===== src/verilog/core_status_pkg.sv =====
// Constants, field positions and enumerations for the core status, option,
// reset-cause and program counter block.
// Assumes byte addressed AXI4-Lite words and a 13-bit program counter.
//
// What this block does
// [RULE1] Flag-setting op to status keeps flags computed
// [RULE2] Expiry and sleep flags ignore all writes
// [RULE3] Bank bits form direct and indirect addresses
// [RULE4] Expiry flag: set on clear/sleep, cleared by timeout
// [RULE5] Sleep flag: set on clear, cleared by sleep
// [RULE6] Zero flag follows result equal zero
// [RULE7] Nibble flag is carry out of bit 3
// [RULE8] Carry flag is carry out of bit 7
// [RULE9] Subtract adds complement; rotates load carry
// [RULE10] Option bit 7 disables port B pull-ups
// [RULE11] Option bit 6 picks external interrupt edge
// [RULE12] Option bit 5 picks timer 0 clock source
// [RULE13] Option bit 4 picks timer 0 pin edge
// [RULE14] Option bit 3 gives prescaler to watchdog
// [RULE15] Ratio n: timer 2^(n+1), watchdog 2^n
// [RULE16] Power-on reset clears flag; software sets it
// [RULE17] Brown-out clears flag; upper bits read zero
// [RULE18] Low-byte write loads upper bits from latch
// [RULE19] Call and jump take page from latch
// [RULE20] Every reset but the watchdog and interrupt wakes clears the program counter
// [RULE21] Eight-deep stack pushes calls, pops returns
// [RULE22] Stack wraps around with no overflow flags
// [RULE23] Reset and interrupt wakes from sleep leave expiry set, sleep clear
package core_status_pkg;

  // ---------------------------------------------------------------
  // Register offsets (byte addresses)
  // ---------------------------------------------------------------
  localparam logic [7:0] OFS_STATUS = 8'h00;
  localparam logic [7:0] OFS_OPTION = 8'h04;
  localparam logic [7:0] OFS_CAUSE  = 8'h08;
  localparam logic [7:0] OFS_PCLOW  = 8'h0c;
  localparam logic [7:0] OFS_LATCH  = 8'h10;
  localparam logic [7:0] OFS_PCFULL = 8'h14;

  // ---------------------------------------------------------------
  // Field positions and reset values
  // ---------------------------------------------------------------
  localparam int ST_IBS = 7;
  localparam int ST_EXP = 4;
  localparam int ST_SLP = 3;
  localparam int ST_Z   = 2;
  localparam int ST_NIB = 1;
  localparam int ST_C   = 0;
  localparam int OP_PUD = 7;
  localparam int OP_IED = 6;
  localparam int OP_TCS = 5;
  localparam int OP_TSE = 4;
  localparam int OP_OWN = 3;
  localparam int PC_POR = 1;
  localparam int PC_BRN = 0;
  localparam int PC_W   = 13;
  localparam int PAGE_W = 11;
  localparam logic [7:0]  STATUS_RST = 8'h18;
  localparam logic [7:0]  OPTION_RST = 8'hff;
  localparam logic [1:0]  CAUSE_RST  = 2'h0;
  localparam logic [12:0] INT_VECTOR = 13'h0004;
  localparam logic [1:0]  RESP_OKAY  = 2'h0;
  localparam logic [1:0]  RESP_SLVERR = 2'h2;

  // ---------------------------------------------------------------
  // Enumerations
  // ---------------------------------------------------------------
  typedef enum logic [2:0] {
    ALU_ADD, ALU_SUB, ALU_LOGIC, ALU_ROTL, ALU_ROTR
  } alu_kind_t;
  typedef enum logic [2:0] {
    PC_STEP, PC_JUMP, PC_CALL, PC_RET, PC_IRQ
  } pc_op_t;
  typedef enum logic [2:0] {
    RK_POR, RK_BROWN, RK_EXT_RUN, RK_EXT_SLEEP,
    RK_DOG_RESET, RK_DOG_WAKE, RK_INT_WAKE
  } rst_kind_t;

endpackage


===== src/verilog/core_status_pc_stack.sv =====
// Status, option and reset-cause registers, program counter with page latch
// and circular return stack of a small 8-bit core, with an AXI4-Lite slave.
// Assumes the core sequencer sends one-cycle strobes synchronous to aclk.
//
// Added by the designer: register access over AXI4-Lite and the register offsets.
`timescale 1ns/100ps
module core_status_pc_stack #(
  parameter int STACK_DEPTH = 8
) (
  // Clock, reset, enable
  input  wire logic        aclk,
  input  wire logic        aresetn,
  input  wire logic        clk_en,
  // AXI4-Lite write
  input  wire logic [7:0]  awaddr,
  input  wire logic        awvalid,
  output logic             awready,
  input  wire logic [31:0] wdata,
  input  wire logic [3:0]  wstrb,
  input  wire logic        wvalid,
  output logic             wready,
  output logic [1:0]       bresp,
  output logic             bvalid,
  input  wire logic        bready,
  // AXI4-Lite read
  input  wire logic [7:0]  araddr,
  input  wire logic        arvalid,
  output logic             arready,
  output logic [31:0]      rdata,
  output logic [1:0]       rresp,
  output logic             rvalid,
  input  wire logic        rready,
  // ALU operation strobe
  input  wire logic        alu_valid,
  input  wire logic [2:0]  alu_kind,
  input  wire logic [7:0]  alu_a,
  input  wire logic [7:0]  alu_b,
  input  wire logic        alu_dest_status,
  output logic [7:0]       alu_result,
  // Program flow strobe
  input  wire logic        pc_valid,
  input  wire logic [2:0]  pc_op,
  input  wire logic [10:0] pc_target,
  output logic [12:0]      pc_out,
  // Reset and sleep events
  input  wire logic        rst_valid,
  input  wire logic [2:0]  rst_kind,
  input  wire logic        watchdog_clear_instr,
  input  wire logic        sleep_instr,
  // Address formation
  input  wire logic [6:0]  file_addr,
  input  wire logic [7:0]  fsr,
  output logic [8:0]       direct_addr,
  output logic [8:0]       indirect_addr,
  // Pins and peripheral controls
  input  wire logic [7:0]  weak_pullup_enables,
  output logic [7:0]       pullup_en,
  input  wire logic        external_irq_pin,
  output logic             ext_irq_pulse,
  input  wire logic        timer0_ext_clock_pin,
  output logic             timer0_inc,
  output logic [3:0]       timer0_div_log2,
  output logic [3:0]       watchdog_div_log2
);

  // ---------------------------------------------------------------
  // State
  // ---------------------------------------------------------------
  logic [7:0]  status_q;
  logic [7:0]  option_q;
  logic [1:0]  cause_q;
  logic [4:0]  latch_q;
  logic [12:0] pc_q;
  logic [12:0] stack_q [STACK_DEPTH];
  logic [$clog2(STACK_DEPTH)-1:0] sp_q;
  logic        aw_full_q, w_full_q;
  logic [7:0]  aw_addr_q;
  logic [7:0]  w_data_q;
  logic        w_lane_q;
  logic        irq_pin_q, t0_pin_q;

  core_status_pkg::alu_kind_t akind;
  core_status_pkg::pc_op_t    pop;
  core_status_pkg::rst_kind_t rkind;
  assign akind = core_status_pkg::alu_kind_t'(alu_kind);
  assign pop   = core_status_pkg::pc_op_t'(pc_op);
  assign rkind = core_status_pkg::rst_kind_t'(rst_kind);

  // ---------------------------------------------------------------
  // Functions
  // ---------------------------------------------------------------
  // Add or subtract; returns {carry, nibble carry, result}
  function automatic logic [9:0] add_sub(input logic [7:0] a,
                                         input logic [7:0] b,
                                         input logic       sub);
    logic [7:0] bx;
    logic [8:0] s;
    logic [4:0] n;
    bx = sub ? ~b : b;                         // [RULE9]
    s  = {1'b0, a} + {1'b0, bx} + {8'h00, sub};
    n  = {1'b0, a[3:0]} + {1'b0, bx[3:0]} + {4'h0, sub};
    return {s[8], n[4], s[7:0]};               // [RULE7] [RULE8]
  endfunction

  function automatic logic hit(input logic [7:0] a);
    return a == core_status_pkg::OFS_STATUS ||
           a == core_status_pkg::OFS_OPTION ||
           a == core_status_pkg::OFS_CAUSE  ||
           a == core_status_pkg::OFS_PCLOW  ||
           a == core_status_pkg::OFS_LATCH  ||
           a == core_status_pkg::OFS_PCFULL;
  endfunction

  // ---------------------------------------------------------------
  // AXI4-Lite write channel
  // ---------------------------------------------------------------
  logic do_wr;
  logic wr_status, wr_option, wr_cause, wr_pclow, wr_latch;
  assign do_wr     = aw_full_q && w_full_q && !bvalid && w_lane_q;
  assign wr_status = do_wr && aw_addr_q == core_status_pkg::OFS_STATUS;
  assign wr_option = do_wr && aw_addr_q == core_status_pkg::OFS_OPTION;
  assign wr_cause  = do_wr && aw_addr_q == core_status_pkg::OFS_CAUSE;
  assign wr_pclow  = do_wr && aw_addr_q == core_status_pkg::OFS_PCLOW;
  assign wr_latch  = do_wr && aw_addr_q == core_status_pkg::OFS_LATCH;

  // Address and data are held separately, so either may come first
  always_ff @(posedge aclk) begin
    if (!aresetn) begin
      aw_full_q <= 1'b0;
      w_full_q  <= 1'b0;
      aw_addr_q <= 8'h00;
      w_data_q  <= 8'h00;
      w_lane_q  <= 1'b0;
      awready   <= 1'b1;
      wready    <= 1'b1;
      bvalid    <= 1'b0;
      bresp     <= core_status_pkg::RESP_OKAY;
    end else if (clk_en) begin
      if (awvalid && awready) begin
        aw_full_q <= 1'b1;
        aw_addr_q <= {awaddr[7:2], 2'b00};
        awready   <= 1'b0;
      end
      if (wvalid && wready) begin
        w_full_q <= 1'b1;
        w_data_q <= wdata[7:0];
        w_lane_q <= 1'b1;
        wready   <= 1'b0;
        if (!wstrb[0]) begin
          w_lane_q <= 1'b0;                    // Lane 0 off: no store
        end
      end
      if (aw_full_q && w_full_q && !bvalid) begin
        bvalid    <= 1'b1;
        bresp     <= hit(aw_addr_q) ? core_status_pkg::RESP_OKAY
                                    : core_status_pkg::RESP_SLVERR;
        aw_full_q <= 1'b0;
        w_full_q  <= 1'b0;
      end
      if (bvalid && bready) begin
        bvalid  <= 1'b0;
        awready <= 1'b1;
        wready  <= 1'b1;
      end
    end
  end

  // ---------------------------------------------------------------
  // AXI4-Lite read channel
  // ---------------------------------------------------------------
  // One cycle to answer; upper bits and reserved fields read zero
  always_ff @(posedge aclk) begin
    if (!aresetn) begin
      arready <= 1'b1;
      rvalid  <= 1'b0;
      rdata   <= 32'h0000_0000;
      rresp   <= core_status_pkg::RESP_OKAY;
    end else if (clk_en) begin
      if (arvalid && arready) begin
        arready <= 1'b0;
        rvalid  <= 1'b1;
        rresp   <= hit({araddr[7:2], 2'b00}) ? core_status_pkg::RESP_OKAY
                                             : core_status_pkg::RESP_SLVERR;
        case ({araddr[7:2], 2'b00})
          core_status_pkg::OFS_STATUS: rdata <= {24'h0, status_q};
          core_status_pkg::OFS_OPTION: rdata <= {24'h0, option_q};
          core_status_pkg::OFS_CAUSE:  rdata <= {30'h0, cause_q}; // [RULE17]
          core_status_pkg::OFS_PCLOW:  rdata <= {24'h0, pc_q[7:0]};
          core_status_pkg::OFS_LATCH:  rdata <= {27'h0, latch_q};
          core_status_pkg::OFS_PCFULL: rdata <= {19'h0, pc_q};
          default:                     rdata <= 32'h0000_0000;
        endcase
      end else if (rvalid && rready) begin
        rvalid  <= 1'b0;
        arready <= 1'b1;
      end
    end
  end

  // ---------------------------------------------------------------
  // ALU and status register
  // ---------------------------------------------------------------
  logic [9:0] sum;
  logic [7:0] res;
  logic       c_new, dc_new, arith;
  always_comb begin
    sum    = add_sub(alu_a, alu_b, akind == core_status_pkg::ALU_SUB);
    arith  = akind == core_status_pkg::ALU_ADD ||
             akind == core_status_pkg::ALU_SUB;
    res    = alu_a;
    c_new  = status_q[core_status_pkg::ST_C];
    dc_new = status_q[core_status_pkg::ST_NIB];
    case (akind)
      core_status_pkg::ALU_ADD, core_status_pkg::ALU_SUB: begin
        res    = sum[7:0];
        c_new  = sum[9];
        dc_new = sum[8];
      end
      core_status_pkg::ALU_ROTL: begin
        res   = {alu_a[6:0], status_q[core_status_pkg::ST_C]};
        c_new = alu_a[7];                      // [RULE9]
      end
      core_status_pkg::ALU_ROTR: begin
        res   = {status_q[core_status_pkg::ST_C], alu_a[7:1]};
        c_new = alu_a[0];                      // [RULE9]
      end
      default: res = alu_a & alu_b;
    endcase
  end

  always_ff @(posedge aclk) begin
    if (!aresetn) begin
      alu_result <= 8'h00;
    end else if (clk_en && alu_valid) begin
      alu_result <= res;
    end
  end

  // Reset events outrank ALU updates, which outrank bus writes
  always_ff @(posedge aclk) begin
    if (!aresetn) begin
      status_q <= core_status_pkg::STATUS_RST;
    end else if (clk_en) begin
      if (wr_status) begin
        status_q[7:5] <= w_data_q[7:5];        // [RULE2]
        status_q[2:0] <= w_data_q[2:0];
      end
      if (alu_valid) begin
        if (alu_dest_status) begin
          status_q[7:5] <= res[7:5];           // [RULE1]
        end
        status_q[core_status_pkg::ST_Z] <= res == 8'h00; // [RULE6]
        if (arith || akind == core_status_pkg::ALU_ROTL ||
            akind == core_status_pkg::ALU_ROTR) begin
          status_q[core_status_pkg::ST_C] <= c_new; // [RULE8]
        end
        if (arith) begin
          status_q[core_status_pkg::ST_NIB] <= dc_new; // [RULE7]
        end
      end
      if (watchdog_clear_instr) begin
        status_q[core_status_pkg::ST_EXP] <= 1'b1; // [RULE4]
        status_q[core_status_pkg::ST_SLP] <= 1'b1; // [RULE5]
      end
      if (sleep_instr) begin
        status_q[core_status_pkg::ST_EXP] <= 1'b1; // [RULE4]
        status_q[core_status_pkg::ST_SLP] <= 1'b0; // [RULE5]
      end
      if (rst_valid) begin
        case (rkind)
          core_status_pkg::RK_POR, core_status_pkg::RK_BROWN: begin
            status_q[7:3] <= 5'b00011;         // [RULE4] [RULE5]
          end
          core_status_pkg::RK_EXT_RUN: status_q[7:5] <= 3'b000;
          core_status_pkg::RK_EXT_SLEEP: begin
            status_q[7:3] <= 5'b00010;         // [RULE23]
          end
          core_status_pkg::RK_DOG_RESET: begin
            status_q[7:3] <= 5'b00001;         // [RULE4]
          end
          core_status_pkg::RK_DOG_WAKE: begin
            status_q[4:3] <= 2'b00;            // [RULE4]
          end
          core_status_pkg::RK_INT_WAKE: begin
            status_q[4:3] <= 2'b10;            // [RULE23]
          end
          default: status_q <= status_q;
        endcase
      end
    end
  end

  // ---------------------------------------------------------------
  // Option and reset-cause registers
  // ---------------------------------------------------------------
  logic hard_rst;
  assign hard_rst = rst_valid && rkind != core_status_pkg::RK_DOG_WAKE &&
                    rkind != core_status_pkg::RK_INT_WAKE;

  always_ff @(posedge aclk) begin
    if (!aresetn) begin
      option_q <= core_status_pkg::OPTION_RST;
    end else if (clk_en) begin
      if (hard_rst) begin
        option_q <= core_status_pkg::OPTION_RST;
      end else if (wr_option) begin
        option_q <= w_data_q;
      end
    end
  end

  // A reset event in the same cycle as a software set still clears
  always_ff @(posedge aclk) begin
    if (!aresetn) begin
      cause_q <= core_status_pkg::CAUSE_RST;
    end else if (clk_en) begin
      if (wr_cause) begin
        cause_q <= w_data_q[1:0];              // [RULE16] [RULE17]
      end
      if (rst_valid && rkind == core_status_pkg::RK_POR) begin
        cause_q[core_status_pkg::PC_POR] <= 1'b0; // [RULE16]
      end
      if (rst_valid && rkind == core_status_pkg::RK_BROWN) begin
        cause_q[core_status_pkg::PC_BRN] <= 1'b0; // [RULE17]
      end
    end
  end

  // ---------------------------------------------------------------
  // Program counter, page latch and return stack
  // ---------------------------------------------------------------
  always_ff @(posedge aclk) begin
    if (!aresetn) begin
      latch_q <= 5'h00;
    end else if (clk_en && wr_latch) begin
      latch_q <= w_data_q[4:0];                // Untouched by push/pop
    end
  end

  // Pointer wraps silently; deep recursion loses the oldest entries
  always_ff @(posedge aclk) begin
    if (!aresetn) begin
      pc_q <= 13'h0000;
      sp_q <= '0;
    end else if (clk_en) begin
      if (hard_rst) begin
        pc_q <= 13'h0000;                      // [RULE20]
      end else if (wr_pclow) begin
        pc_q <= {latch_q, w_data_q};           // [RULE18]
      end else if (pc_valid) begin
        case (pop)
          core_status_pkg::PC_STEP: pc_q <= pc_q + 13'h0001;
          core_status_pkg::PC_JUMP: pc_q <= {latch_q[4:3], pc_target};
          core_status_pkg::PC_CALL: begin
            stack_q[sp_q] <= pc_q;             // [RULE21]
            sp_q          <= sp_q + 1'b1;      // [RULE22]
            pc_q          <= {latch_q[4:3], pc_target}; // [RULE19]
          end
          core_status_pkg::PC_IRQ: begin
            stack_q[sp_q] <= pc_q;             // [RULE21]
            sp_q          <= sp_q + 1'b1;      // [RULE22]
            pc_q          <= core_status_pkg::INT_VECTOR;
          end
          core_status_pkg::PC_RET: begin
            pc_q <= stack_q[sp_q - 1'b1];      // [RULE21]
            sp_q <= sp_q - 1'b1;               // [RULE22]
          end
          default: pc_q <= pc_q;
        endcase
      end
    end
  end

  always_ff @(posedge aclk) begin
    if (!aresetn) begin
      pc_out <= 13'h0000;
    end else if (clk_en) begin
      pc_out <= pc_q;
    end
  end

  // ---------------------------------------------------------------
  // Bank addressing and option-driven controls
  // ---------------------------------------------------------------
  always_ff @(posedge aclk) begin
    if (!aresetn) begin
      direct_addr       <= 9'h000;
      indirect_addr     <= 9'h000;
      pullup_en         <= 8'h00;
      timer0_div_log2   <= 4'h0;
      watchdog_div_log2 <= 4'h0;
    end else if (clk_en) begin
      direct_addr   <= {status_q[6:5], file_addr};          // [RULE3]
      indirect_addr <= {status_q[core_status_pkg::ST_IBS], fsr}; // [RULE3]
      pullup_en     <= option_q[core_status_pkg::OP_PUD] ? 8'h00
                       : weak_pullup_enables;               // [RULE10]
      if (option_q[core_status_pkg::OP_OWN]) begin
        timer0_div_log2   <= 4'h0;                          // [RULE14]
        watchdog_div_log2 <= {1'b0, option_q[2:0]};         // [RULE15]
      end else begin
        timer0_div_log2   <= {1'b0, option_q[2:0]} + 4'h1;  // [RULE15]
        watchdog_div_log2 <= 4'h0;                          // [RULE14]
      end
    end
  end

  // Pin edges are found against one stored sample of each pin
  always_ff @(posedge aclk) begin
    if (!aresetn) begin
      irq_pin_q     <= 1'b0;
      t0_pin_q      <= 1'b0;
      ext_irq_pulse <= 1'b0;
      timer0_inc    <= 1'b0;
    end else if (clk_en) begin
      irq_pin_q <= external_irq_pin;
      t0_pin_q  <= timer0_ext_clock_pin;
      ext_irq_pulse <= option_q[core_status_pkg::OP_IED]
                       ? (external_irq_pin && !irq_pin_q)
                       : (!external_irq_pin && irq_pin_q);  // [RULE11]
      if (option_q[core_status_pkg::OP_TCS]) begin
        timer0_inc <= option_q[core_status_pkg::OP_TSE]
                      ? (!timer0_ext_clock_pin && t0_pin_q)
                      : (timer0_ext_clock_pin && !t0_pin_q); // [RULE13]
      end else begin
        timer0_inc <= 1'b1;                    // [RULE12]
      end
    end
  end

endmodule // core_status_pc_stack


===== config.mk =====
export PLATFORM = sky130hd
export DESIGN_NAME = core_status_pc_stack
export DESIGN_NICKNAME = d
export VERILOG_FILES = /design/src/verilog/core_status_pkg.sv /design/src/verilog/core_status_pc_stack.sv
export SDC_FILE = /design/constraint.sdc
export NUM_CORES = 1
export LEC_CHECK = 0
export ABC_AREA = 1
export ABC_CLOCK_PERIOD_IN_PS = 3200
export BUFFER_PORTS_ARGS = -buffer_cell sky130_fd_sc_hd__buf_2
export CORE_UTILIZATION = 50
export CTS_CLUSTER_DIAMETER = 150
export DETAILED_ROUTE_END_ITERATION = 6
export HOLD_SLACK_MARGIN = 0.02
export PLACE_DENSITY = 0.88
export SYNTH_ARGS = -nofsm -noshare
export SYNTH_HDL_FRONTEND = slang
export SYNTH_SLANG_ARGS = --single-unit

===== constraint.sdc =====
create_clock -name aclk -period 3.2 [get_ports aclk]
set_input_delay 0.96 -clock aclk [delete_from_list [all_inputs] [get_ports aclk]]
set_output_delay 0.96 -clock aclk [all_outputs]
set_load 0.03 [all_outputs]

---- Word level (Yosys, flattened, before mapping) ----
Memories as Yosys holds them, arrays and structs flattened.
Index checks and enable logic that the tools add are counted.
storage, ports and cells
  memories ................................ 1
  input bits .............................. 127
  RAM bits ................................ 104
  flip-flop bits (word level) ............. 156
  word-level logic and storage cells ...... 226
  output and inout bits ................... 98
memory list
  memory   depth  width  rd ports  clocked after memory_dff  wr ports  line                        RTL
  stack_q  8      13     1         0                         1         core_status_pc_stack.sv:74  logic [12:0] stack_q [STACK_DEPTH];
cells by class
  reductions and logical operators ........ 85
  bitwise gates (word level) .............. 5
  add/sub/neg operators ................... 8
  mux-type cells .......................... 66
  equal/unequal tests ..................... 28
operators with widths
  kind                     count
  $pmux W13 S6             1
  $mux W13                 4
  $pmux W13 S4             1
  $mux W8                  5
  $mux W1                  37
  $reduce_and A2 Y1        16
  $eq A6 B2 Y1 const B     4
  $eq A6 B3 Y1 const B     4
  $pmux W8 S3              1
  $logic_and A1 B1 Y1      23
  $mux W3                  7
  $reduce_bool A2 Y1       10
  $logic_not A8 Y1         2
  $eq A3 B2 Y1 const B     5
  $eq A3 B3 Y1 const B     5
  $add A13 B1 Y13 const B  1
  $logic_or A1 B1 Y1       13
  $eq A6 B1 Y1 const B     2
  $pmux W3 S2              2
  $reduce_or A2 Y1         6
  $mux W2                  5
  $pmux W2 S5              1
  $add A8 B8 Y9            1
  $add A9 B1 Y9            1
  24 further kinds         35

---- Depth between registers and ports, before layout ----
Gate-level depths: netlist (run 1).
  word-level depth ........................ 10
  gate-level depth with buffers ........... 17
  gate-level depth less buffers ........... 17

---- Worst setup path before layout (run 1) ----
Ideal clock, no wire load.
  path kind ............................... in2reg
  from .................................... in pc_op[0]
  to ...................................... mem stack_q[4][0], enable pin
  arrival time ............................ 2.718 ns
  stages .................................. 7
  path slack .............................. 0.082 ns
  setup time .............................. 0.400 ns
  path buffers ............................ 0
  data required time ...................... 2.800 ns
  cells stage by stage .................... nor2_1 inv_1 nor2_1 a21oi_1 nor3_1 nand2_1 nor3_1
between the ends
  cells in the longest elaborated chain, start to end .. 9
  elaborated cells on any way between the ends .. 17
  classes of those cells .................. eq/ne (2); mux (14); bitwise (1)
RTL lines
  what                                          line                                                      RTL
  start, declared                               core_status_pc_stack.sv:42                                input wire logic [2:0] pc_op,
  $eq A3 B2 Y1 or $eq A3 B3 Y1 (tied branches)  core_status_pc_stack.sv:351                               case (pop)
  $mux W1                                       core_status_pc_stack.sv:351
  $mux W1                                       core_status_pc_stack.sv:350                               end else if (pc_valid) begin
  $mux W1                                       core_status_pc_stack.sv:348                               end else if (wr_pclow) begin
  $mux W1                                       core_status_pc_stack.sv:346                               if (hard_rst) begin
  $mux W1                                       core_status_pc_stack.sv:345                               end else if (clk_en) begin
  $mux W1                                       core_status_pc_stack.sv:342                               if (!aresetn) begin
  $mux W1 (on tied branches)                    core_status_pc_stack.sv:355, core_status_pc_stack.sv:360
  $or A1 B1 Y1 (no line) (*)                    n/a
  end, declared                                 core_status_pc_stack.sv:74
Every way passes the cells marked *; elsewhere a longest branch is shown, timed or not.

---- Worst setup path in the final report (run 1) ----
  from .................................... in alu_kind[1]
  to ...................................... reg status_q[2]
between the ends
  cells in the longest elaborated chain, start to end .. 9
  elaborated cells on any way between the ends .. 13
  classes of those cells .................. add/sub (2); eq/ne (3); mux (5); reduce/logical (3)
RTL lines
  what                           line                                                      RTL
  start, declared                core_status_pc_stack.sv:35                                input wire logic [2:0] alu_kind,
  $eq A3 B1 Y1                   core_status_pc_stack.sv:207, core_status_pc_stack.sv:213
  $mux W8                        core_status_pc_stack.sv:99                                bx = sub ? ~b : b;
  $add A8 B8 Y9                  core_status_pc_stack.sv:100                               s = {1'b0, a} + {1'b0, bx} + {8'h00, sub};
  $add A9 B1 Y9                  core_status_pc_stack.sv:100
  $pmux W8 S3 (*)                core_status_pc_stack.sv:213                               case (akind)
  $logic_not A8 Y1 (*)           core_status_pc_stack.sv:252                               status_q[core_status_pkg::ST_Z] <= res == 8'h00;
  $mux W3 (*)                    core_status_pc_stack.sv:248                               if (alu_valid) begin
  $mux W3                        core_status_pc_stack.sv:270                               case (rkind)
  $mux W8 (*)                    core_status_pc_stack.sv:269                               if (rst_valid) begin
  end signal, assigned           core_status_pc_stack.sv:246                               status_q[2:0] <= w_data_q[2:0];
  end signal, assigned by index  core_status_pc_stack.sv:255                               status_q[core_status_pkg::ST_C] <= c_new;
  end signal, assigned by index  core_status_pc_stack.sv:258                               status_q[core_status_pkg::ST_NIB] <= dc_new;
  end, declared                  core_status_pc_stack.sv:69                                logic [7:0] status_q;
Every way passes the cells marked *; elsewhere a longest branch is shown, timed or not. The select of a mux whose other input is x is not followed.
A chain may end at the register's enable or synchronous reset.

==> metrics.md, run 1 <==
| Metric | Value |
|---|---|
| Async set-reset flop share out of synthesis | 0% |
| Adder-Cell Fraction of Synth Area | 1.53% |
| Util after Layout | 59.8% |
| Detail Route met3 WL | 2790 µm |
| Worst slack at placement | 0.0630 ns |
| Num rows | 54 |
| Routed Antenna Nets | 0 |
| Sequential area share after synthesis | 52.1% |
| Clk pwr share | 40.1% |
| Register share of total power | 47.5% |
| Met2 routed WL | between 15000 and 20000 µm |
| Finished Cell Area | 13000 µm² |
| Crit Path Max Fanout | 8 |
| Xor/xnor share of the synthesized area | 0.933% |
| Starting Density | between 50% and 60% |
| Post-CTS setup buffers | 0 |
| Worst Tran Pin Value | ~0.76 ns |
| Net Sw Frac | 26.2% |
| Slew Viols, Final | 0 |
| Sw power | 1.83 mW |
| Crit end category | flop |
| Synthesized flop and latch total | 238 |
| Fillers | 1825 |
| Drt wl/cell | about 17 µm |
| DIE AREA | 22900 µm² |
| Worst EP required | 3.64 ns |
| RePlAce Congestion | 0.912 |
| Kind of critical path | in2reg |
| Startpoint class of the critical path | primary input |
| Syn Area/Cell | approximately 8.4 µm² |
| Mapped Area | ~11000 µm² |
| Total of max-cap violations | 0 |
| CTS buffer count | 25 |
| Skew final | 0.0207 ns |
| Clock Latency Late Sink | 0.52 ns |
| Synth cell types | 57 |
| Placed Cells | 1750 |
| First-pass GRT wire length | 48300 µm |
| TritonCTS clock tree | built |
| Critical path arrival | 3.09 ns |
| Slew HR | 49.3% |
| Status | finished, final reports clean |
| DRT iter0 DRCs | between 1000 and 1500 |
| N_diodes | 0 |
| Area Overhead vs Synth | 17.1% |
| Power Density | 535 nW/µm² |
| CTS H-tree depth | 1 |
| Share of cells above drive strength 1 | roughly a fifth |
| Post-Syn Instances | 1319 |
| Vias in the first global route | 9592 |
| Hold Vio Cnt, Final | 0 |
| Largest family of logic cells by synthesized area | simple AND/OR/NAND/NOR gates |
| Number of flops mapped to enable cells by yosys | 104 |
| Count of non-filler cells in the finished layout | 1795 |
| Leak | 5.53 nW |
| Largest net degree at the start of global routing | 79 |
| Ports | roughly 230 |
| Ys Warns | 0 |
| Root Buffer | clkbuf_16 |
| TNS Setup | 0 ns |
| Post-cts gate resize count | 0 |
| Mean number of vias per cell | 5.67 |
| Most common flop cell mapped by yosys | dfxtp_1 |
| Crit-path max cell delay | 0.47 ns |
| Via count | 10169 |
| Final period utilization | 82.8% |
| Clock Path Buffers | 3 |
| Hold Path Class | reg2reg |
| Internal power | 5.15 mW |
| Gr usage total | 27.2% |
| Placed Area | 12300 µm² |
| WL final | 31000 µm |
| Simple-gate share of the synthesized area | 20.6% |
| Drt pass-1 iters | 6 |
| CP Buf/Inv Count | 2 |
| Core Box Area | 21800 µm² |
| Most frequent CP cell | nand3_1 |
| CTS sink cnt | 238 |
| Fin crit period | 2.65 ns |
| Critical-path cell list | buf_2, inv_1, nand3_4, xor2_1, fa_1, nand3_1, nand3b_1, nand3_1, nor3b_1, nand2_1, nor2_1, nand3_1, a21oi_1 |
| RSZ-0062 raised after global routing | no |
| Peak supply drop | 535 µV |
| Crit-path slowest cell | fa_1 |
| Routed met1 length | 11500 µm |
| Combinational power share | 12.4% |
| Drt drc | 0 |
| Hold buffers post-CTS | 0 |
| Fmax achieved | 378 MHz |
| Final HPWL DP | approximately 22000 µm |
| Nets | 1637 |
| Setup violators final | 0 |
| Family with the most delay on the worst path | simple AND/OR/NAND/NOR gates |
| Worst-path clk slew | 0.06 ns |
| Synth Area in Compound Gates | about 17% |
| I/O Buffers | about 170 |
| Top sig layer | met5 |
| Antenna violations before repair | 1 |
| Die Y | 151 µm |
| Remaining global-route overflow | 0 |
| Final setup margin | 0.551 ns |
| Mux share of post-synthesis cell area | 0% |
| Die Wd | 151 µm |
-- Yosys cell counts (3+ instances only) --
| library cell | n | area (µm²) |
|---|---|---|
| o22ai_1 | 18 | 113 |
| xor2_1 | 3 | 26.3 |
| buf_4 | 26 | 195 |
| inv_1 | 110 | 413 |
| nor4_1 | 3 | 18.8 |
| nand3b_1 | 4 | 30.0 |
| o21ai_1 | 7 | 35.0 |
| nand2_1 | 220 | 826 |
| ha_1 | 12 | 150 |
| a211oi_1 | 5 | 37.5 |
| clkbuf_1 | 23 | 86.3 |
| nand3_1 | 62 | 310 |
| a22oi_1 | 3 | 22.5 |
| edfxtp_1 | 104 | 3120 |
| dfxtp_1 | 134 | 2680 |
| nand4_1 | 17 | 106 |
| nor2_2 | 8 | 50.1 |
| a21oi_1 | 111 | 556 |
| xnor2_1 | 7 | 61.3 |
| o211ai_1 | 22 | 165 |
| inv_2 | 10 | 37.5 |
| nand2_2 | 5 | 31.3 |
| o2111ai_1 | 5 | 43.8 |
| nor2_1 | 163 | 612 |
| o21bai_1 | 3 | 22.5 |
| buf_1 | 4 | 15.0 |
| buf_2 | 17 | 85.1 |
| o21ai_0 | 154 | 771 |
| nor2_4 | 4 | 45.0 |
| nand3_2 | 6 | 60.1 |
| nor3_1 | 14 | 70.1 |
-- final cells by class --
cell class	instances	area [µm²]	area share, %
sequential	238	5810	44.5
multi-input combinational	905	4530	34.7
timing repair buffer	202	1100	8.44
clock buffer	33	676	5.18
inverter	125	474	3.64
tap	280	350	2.69
clock inverter	12	110	0.844
-- per-layer routing --
| layer | up-vias | global-route usage [%] |
|---|---|---|
| met5 | - | 0 |
| met4 | 2 | 13.1 |
| met3 | 97 | 5.21 |
| met2 | 573 | 47.3 |
| met1 | 4686 | 32.0 |
| li1 | 4811 | - |
-- flip-flops by register name, summed over array words and instances (netlist names), 2 cells and up --
name	count
status_q	8
alu_result	8
pullup_en	8
rdata	13
aw_addr_q	6
w_data_q	8
direct_addr	9
watchdog_div_log2	3
timer0_div_log2	4
stack_q	104
latch_q	5
pc_out	13
pc_q	13
cause_q	2
sp_q	3
indirect_addr	9
option_q	8
-- placed cells by master (no fill, tap or decap), drive strengths merged --
master / count
o21a: 1
a221oi: 1
inv: 121
a21o: 1
ha: 12
clkinvlp: 1
o21ai: 162
edfxtp: 104
a31oi: 2
o211ai: 23
bufinv: 2
buf: 202
clkbuf: 33
xor2: 3
or2: 2
nor3: 17
o31ai: 2
a21boi: 2
nor2: 176
dfxtp: 134
a211oi: 5
fa: 1
o2111ai: 5
a22oi: 3
o21bai: 3
conb: 22
o22ai: 18
xnor2: 8
nand3b: 5
nand2: 226
o221ai: 2
a21oi: 112
nand3: 69
nor3b: 2
clkinv: 13
nor4: 3
nand4: 17
-- metrics by stage --
step	power [mW]	hold WS (ns)
after floorplan	3.97	0.423
after global placement	4.20	0.435
after detailed placement	4.23	0.442
after CTS	6.98	0.452
after global routing	7.21	0.477
final	6.99	0.449
-- worst reg2reg max path, cell delays in order (launching register included) --
cell	delay (ns)
dfxtp_1	0.40
inv_1	0.15
ha_1	0.31
inv_1	0.35
buf_4	0.29
o21ai_0	0.12
o22ai_1	0.14
nand2_1	0.06
nand3_1	0.10
o21ai_1	0.09
nand2_1	0.07
nand3_1	0.07
a21oi_1	0.13
-- cell families (layout without fill, tap and decap cells) --
family	after synthesis	after routing
other	1	22
XOR/XNOR	11	11
adder cells (fa/ha/maj)	13	13
AND/OR/NAND/NOR	517	517
buffers and inverters	197	372
flip-flops	238	238
AO/OA/AOI/OAI	342	342
-- final timing paths --
kind	from	end	slack [ns]	cells after the start
setup / recovery	alu_kind[1]	status_q[2]$_SDFFE_PN0P_	0.55	13
hold / removal	cause_q[0]$_SDFFE_PN0P_	cause_q[0]$_SDFFE_PN0P_	0.45	2
hold reg to reg	cause_q[0]$_SDFFE_PN0P_	cause_q[0]$_SDFFE_PN0P_	0.45	2
setup reg to reg	sp_q[1]$_SDFFE_PN0P_	pc_q[6]$_SDFFE_PN0P_	0.84	12
-- power by group through the flow --
stage / registers, mW / logic [mW] / clock network, mW
4_1_cts: 3.32 / 0.856 / 2.80
3_3_place_gp: 3.38 / 0.827 / 0
3_5_place_dp: 3.38 / 0.849 / 0
2_1_floorplan: 3.45 / 0.519 / 0
6_report: 3.32 / 0.867 / 2.80
5_1_grt: 3.33 / 0.953 / 2.93
Note: power is estimated with default switching activity, not from simulation.
==> run 2: changes to the inputs <==
--- a/config.mk
+++ b/config.mk
@@ -5,8 +5,8 @@
 export SDC_FILE = /design/constraint.sdc
 export NUM_CORES = 1
 export LEC_CHECK = 0
-export ABC_AREA = 1
-export ABC_CLOCK_PERIOD_IN_PS = 3200
+export ABC_AREA = 0
+export ABC_CLOCK_PERIOD_IN_PS = 2300
 export BUFFER_PORTS_ARGS = -buffer_cell sky130_fd_sc_hd__buf_2
 export CORE_UTILIZATION = 50
 export CTS_CLUSTER_DIAMETER = 150
==> constraint.sdc (replaced) <==
create_clock -name aclk -period 2.3 [get_ports aclk]
set_input_delay 0.69 -clock aclk [delete_from_list [all_inputs] [get_ports aclk]]
set_output_delay 0.69 -clock aclk [all_outputs]
set_load 0.03 [all_outputs]
==> run 2 against run 1 <==
  * The run now ends with setup timing left
  * First-iteration DRC count is 7.5% lower
  * Cell count fell by 13%
  * Synthesized cell count is 24% lower
  * Design area grew 7.4%
  * Clock skew rose by 0.0012 ns
  * Critical path depth fell by 2
  * Total power is 45% higher
  * Area after synthesis is 2.1% lower
  * Die area is 2.0% lower
  * Via count fell by 8.0%
  * Largest power group unchanged
==> metrics.md, run 2 <==
| Metric | Value |
|---|---|
| Max reg flops | 104 (unchanged) |
| Worst Setup SP | alu_kind[2] (was alu_kind[1]) |
| Clock Path Buffers | 3 (unchanged) |
| Worst Tran Pin Value | 0.608 ns (was 0.760 ns) |
| Sequential area share after synthesis | 53.2% (was 52.1%) |
| Post-Syn Instances | 1004 (was 1319) |
| Peak supply drop | 603 µV (was 535 µV) |
| Ys Warns | 0 (unchanged) |
| DIE AREA | 22400 µm² (was 22900 µm²) |
| Internal power | 7.58 mW (was 5.15 mW) |
| Hold buffers post-CTS | 0 (unchanged) |
| R2r worst-path depth | 8 (was 12) |
| Largest net degree at the start of global routing | 103 (was 79) |
| Die Wd | 150 µm (was 151 µm) |
| Synth area leader | edfxtp_1 (unchanged) |
| Nets | 1408 (was 1637) |
| Via count | 9360 (was 10169) |
| Leak | 5.76 nW (was 5.53 nW) |
| Fmax achieved | 402 MHz |
| Slew HR | 59.3% (was 49.3%) |
| Number of flops mapped to enable cells by yosys | 104 (unchanged) |
| First-pass GRT wire length | 49000 µm (was 48300 µm) |
| Final HPWL DP | 21900 µm (was 21600 µm) |
| Sw power | 2.55 mW (was 1.83 mW) |
| Final hold slack | 0.388 ns (was 0.449 ns) |
| Area Overhead vs Synth | 28.4% (was 17.1%) |
| Antenna violations before repair | 1 (unchanged) |
| Mapped Area | 10900 µm² (was 11100 µm²) |
| Register share of total power | 45.3% (was 47.5%) |
| Remaining global-route overflow | 0 (unchanged) |
| Critical path arrival | 2.90 ns (was 3.09 ns) |
| Top post-synthesis cells by area | edfxtp_1, dfxtp_1, mux2i_1 (was edfxtp_1, dfxtp_1, nand2_1) |
| Total of max-cap violations | 0 (unchanged) |
| Share of cells above drive strength 1 | 32.3% (was 18.9%) |
| Mean number of vias per cell | 6.00 (was 5.67) |
| Slew Viols, Final | 0 (unchanged) |
| Placed Area | 12900 µm² (was 12300 µm²) |
| Drt drc | 0 (unchanged) |
| Failing checks | setup timing |
| Most common flop cell mapped by yosys | dfxtp_1 (unchanged) |
| Synth cell types | 71 (was 57) |
| Worst-path clk slew | 0.07 ns (was 0.06 ns) |
| Worst EP required | 2.71 ns (was 3.64 ns) |
| Syn Area/Cell | 10.9 µm² (was 8.44 µm²) |
| Gr usage total | 28.3% (was 27.2%) |
| Final period utilization | 108% |
| Synthesized flop and latch total | 238 (unchanged) |
| Final setup margin | -0.188 ns (was 0.551 ns) |
| Root Buffer | clkbuf_16 (unchanged) |
| Combinational power share | 13.4% (was 12.4%) |
| Async set-reset flop share out of synthesis | 0% (unchanged) |
| Clk pwr share | 41.3% (was 40.1%) |
| Most frequent cells in the layout | buf_2, dfxtp_1, nor2_1 (was nand2_1, buf_2, nor2_1) |
| Starting Density | 51.4% (was 51.0%) |
| Core Box Area | 21200 µm² (was 21800 µm²) |
| I/O Buffers | 171 (unchanged) |
| Crit end category | flop (unchanged) |
| Crit Path Max Fanout | 5 (was 8) |
| Vias in the first global route | 9078 (was 9592) |
| CTS H-tree depth | 1 (unchanged) |
| CTS buffer count | 23 (was 25) |
| FF-to-FF End | stack_q[0][4]$_DFFE_PP_ (was pc_q[6]$_SDFFE_PN0P_) |
| Num rows | 53 (was 54) |
| Drt wl/cell | 20.4 µm (was 17.3 µm) |
| Post-synth top cells | dfxtp_1, nor2_1, nand2_1 (was nand2_1, nor2_1, o21ai_0) |
| Power Density | 723 nW/µm² (was 535 nW/µm²) |
| Crit path capture | status_q[2]$_SDFFE_PN0P_ (unchanged) |
| Drt pass-1 iters | 6 (unchanged) |
| Fillers | 1471 (was 1825) |
| Clock Latency Late Sink | 0.53 ns (was 0.52 ns) |
| Largest Register | stack_q (unchanged) |
| WL final | 31800 µm (was 31000 µm) |
| Startpoint class of the critical path | primary input (unchanged) |
| FF-to-FF Start | bvalid$_SDFFE_PN0P_ (was sp_q[1]$_SDFFE_PN0P_) |
| Hold Vio Cnt, Final | 0 (unchanged) |
| Top-area cell type share of the netlist area | 28.6% (was 28.0%) |
| Most common cell after layout, fill and taps aside | buf_2 (was nand2_1) |
| Die Y | 150 µm (was 151 µm) |
| RePlAce Congestion | 0.930 (was 0.912) |
| RSZ-0062 raised after global routing | yes (was no) |
| N_diodes | 0 (unchanged) |
| Skew final | 0.0218 ns (was 0.0207 ns) |
| DRT iter0 DRCs | 1031 (was 1114) |
| Kind of critical path | in2reg (unchanged) |
| Hold Path Class | in2reg (was reg2reg) |
| Fin crit period | between 2 and 2.5 ns |
| Net Sw Frac | 25.2% (was 26.2%) |
| TritonCTS clock tree | built (unchanged) |
| Routed Antenna Nets | 0 (unchanged) |
| Status | finished with violations (was finished, final reports clean) |
| CTS sink cnt | 238 (unchanged) |
| Setup violators final | 9 (was 0) |
| Slack of the worst reg-to-reg path | 0.01 ns (was 0.84 ns) |
| Top-count cell post-synth | dfxtp_1 (was nand2_1) |
| Ports | 225 (unchanged) |
| Finished Cell Area | 14000 µm² (was 13000 µm²) |
[run 2: cell count changes after synthesis, moves of 11 or more]
cell	change
mux2i_1	+65
nand2_1	-115
o211ai_1	-19
nor2_1	-40
buf_2	-11
a21oi_1	-59
nand2b_1	+11
inv_1	-97
o21ai_0	-129
o22ai_1	-14
mux4_2	+26
a22oi_1	+27
nand3_1	-41
clkbuf_1	+23
[run 2: how the worst min path moves through the flow]
stage,depth (start not counted),end,slack (ns),startpoint
after floorplan,2,w_lane_q$_SDFFE_PN0P_,0.43,w_lane_q$_SDFFE_PN0P_
after detailed placement,2,rdata[0]$_SDFFE_PN0P_,0.45,rdata[0]$_SDFFE_PN0P_
after CTS,3,aw_addr_q[6]$_SDFFE_PN0P_,0.38,awaddr[6]
final,3,aw_addr_q[6]$_SDFFE_PN0P_,0.39,awaddr[6]
after global placement,2,rdata[0]$_SDFFE_PN0P_,0.44,rdata[0]$_SDFFE_PN0P_
after global routing,3,w_data_q[6]$_SDFFE_PN0P_,0.39,wdata[6]
[run 2: final cells by class]
class                      count  area [µm²]  share of cell area [%]
sequential                   238        5810                    41.5
inverter                      14        53.8                   0.384
tap                          275         344                    2.46
timing repair buffer         297        1940                    13.9
clock buffer                  25         583                    4.16
clock inverter                17         253                    1.80
multi-input combinational    694        5020                    35.8
[run 2: layer usage]
layer	vias to the layer above	share of wire, %	GRT usage [%]
met5	-	0.041	0
met4	2	4.0	11.8
met3	114	9.8	5.12
met2	584	49	48.3
met1	4464	37	35.3
li1	4196	-	-
[run 2: stage by stage]
step | instances | total power, mW | utilization (%) | setup TNS [ns] | worst slack (ns)
after global routing | 1560 | 10.4 | 66.0 | -1.89 | -0.272
after floorplan | 1025 | 5.46 | - | -9.91 | -0.678
after global placement | 1513 | 5.89 | 61.0 | -20.56 | -0.753
after detailed placement | 1513 | 5.92 | 61.0 | -26.99 | -0.791
final | 1560 | 10.1 | 66.0 | -0.782 | -0.188
after CTS | 1558 | 10.1 | 65.3 | -0.871 | -0.186
[run 2: worst max-delay path: stages]
cell,delay [ns]
buf_6,0.09
or2_4,0.25
nor2_4,0.15
xor2_1,0.17
ha_2,0.28
nor3_4,0.07
a2111oi_4,0.45
mux2_4,0.35
o21ai_4,0.14
nor2_1,0.06
a41o_1,0.18
[run 2: power groups by stage]
stage          Sequential, mW  Combinational (mW)  Clock (mW)
3_5_place_dp             4.67                1.25           0
6_report                 4.59                1.36        4.18
3_3_place_gp             4.67                1.23           0
2_1_floorplan            4.74               0.715           0
5_1_grt                  4.59                1.46        4.35
4_1_cts                  4.58                1.30        4.20
[run 2: cell families after synthesis]
kind of cell | after synthesis | share of synthesized area, %
compound gates | 204 | 12.8
fa+ha+maj | 20 | 2.20
buf+inv | 93 | 4.06
simple gates | 325 | 13.7
flops | 238 | 53.2
other cells | 1 | 0.0344
mux | 93 | 11.5
xor+xnor | 30 | 2.41
[run 2: what timing repair did]
item,4_1_cts,5_1_grt
setup buffers,3,2
gates resized for setup,13,27
pin swaps,22,17
endpoints found under the setup margin,9,71
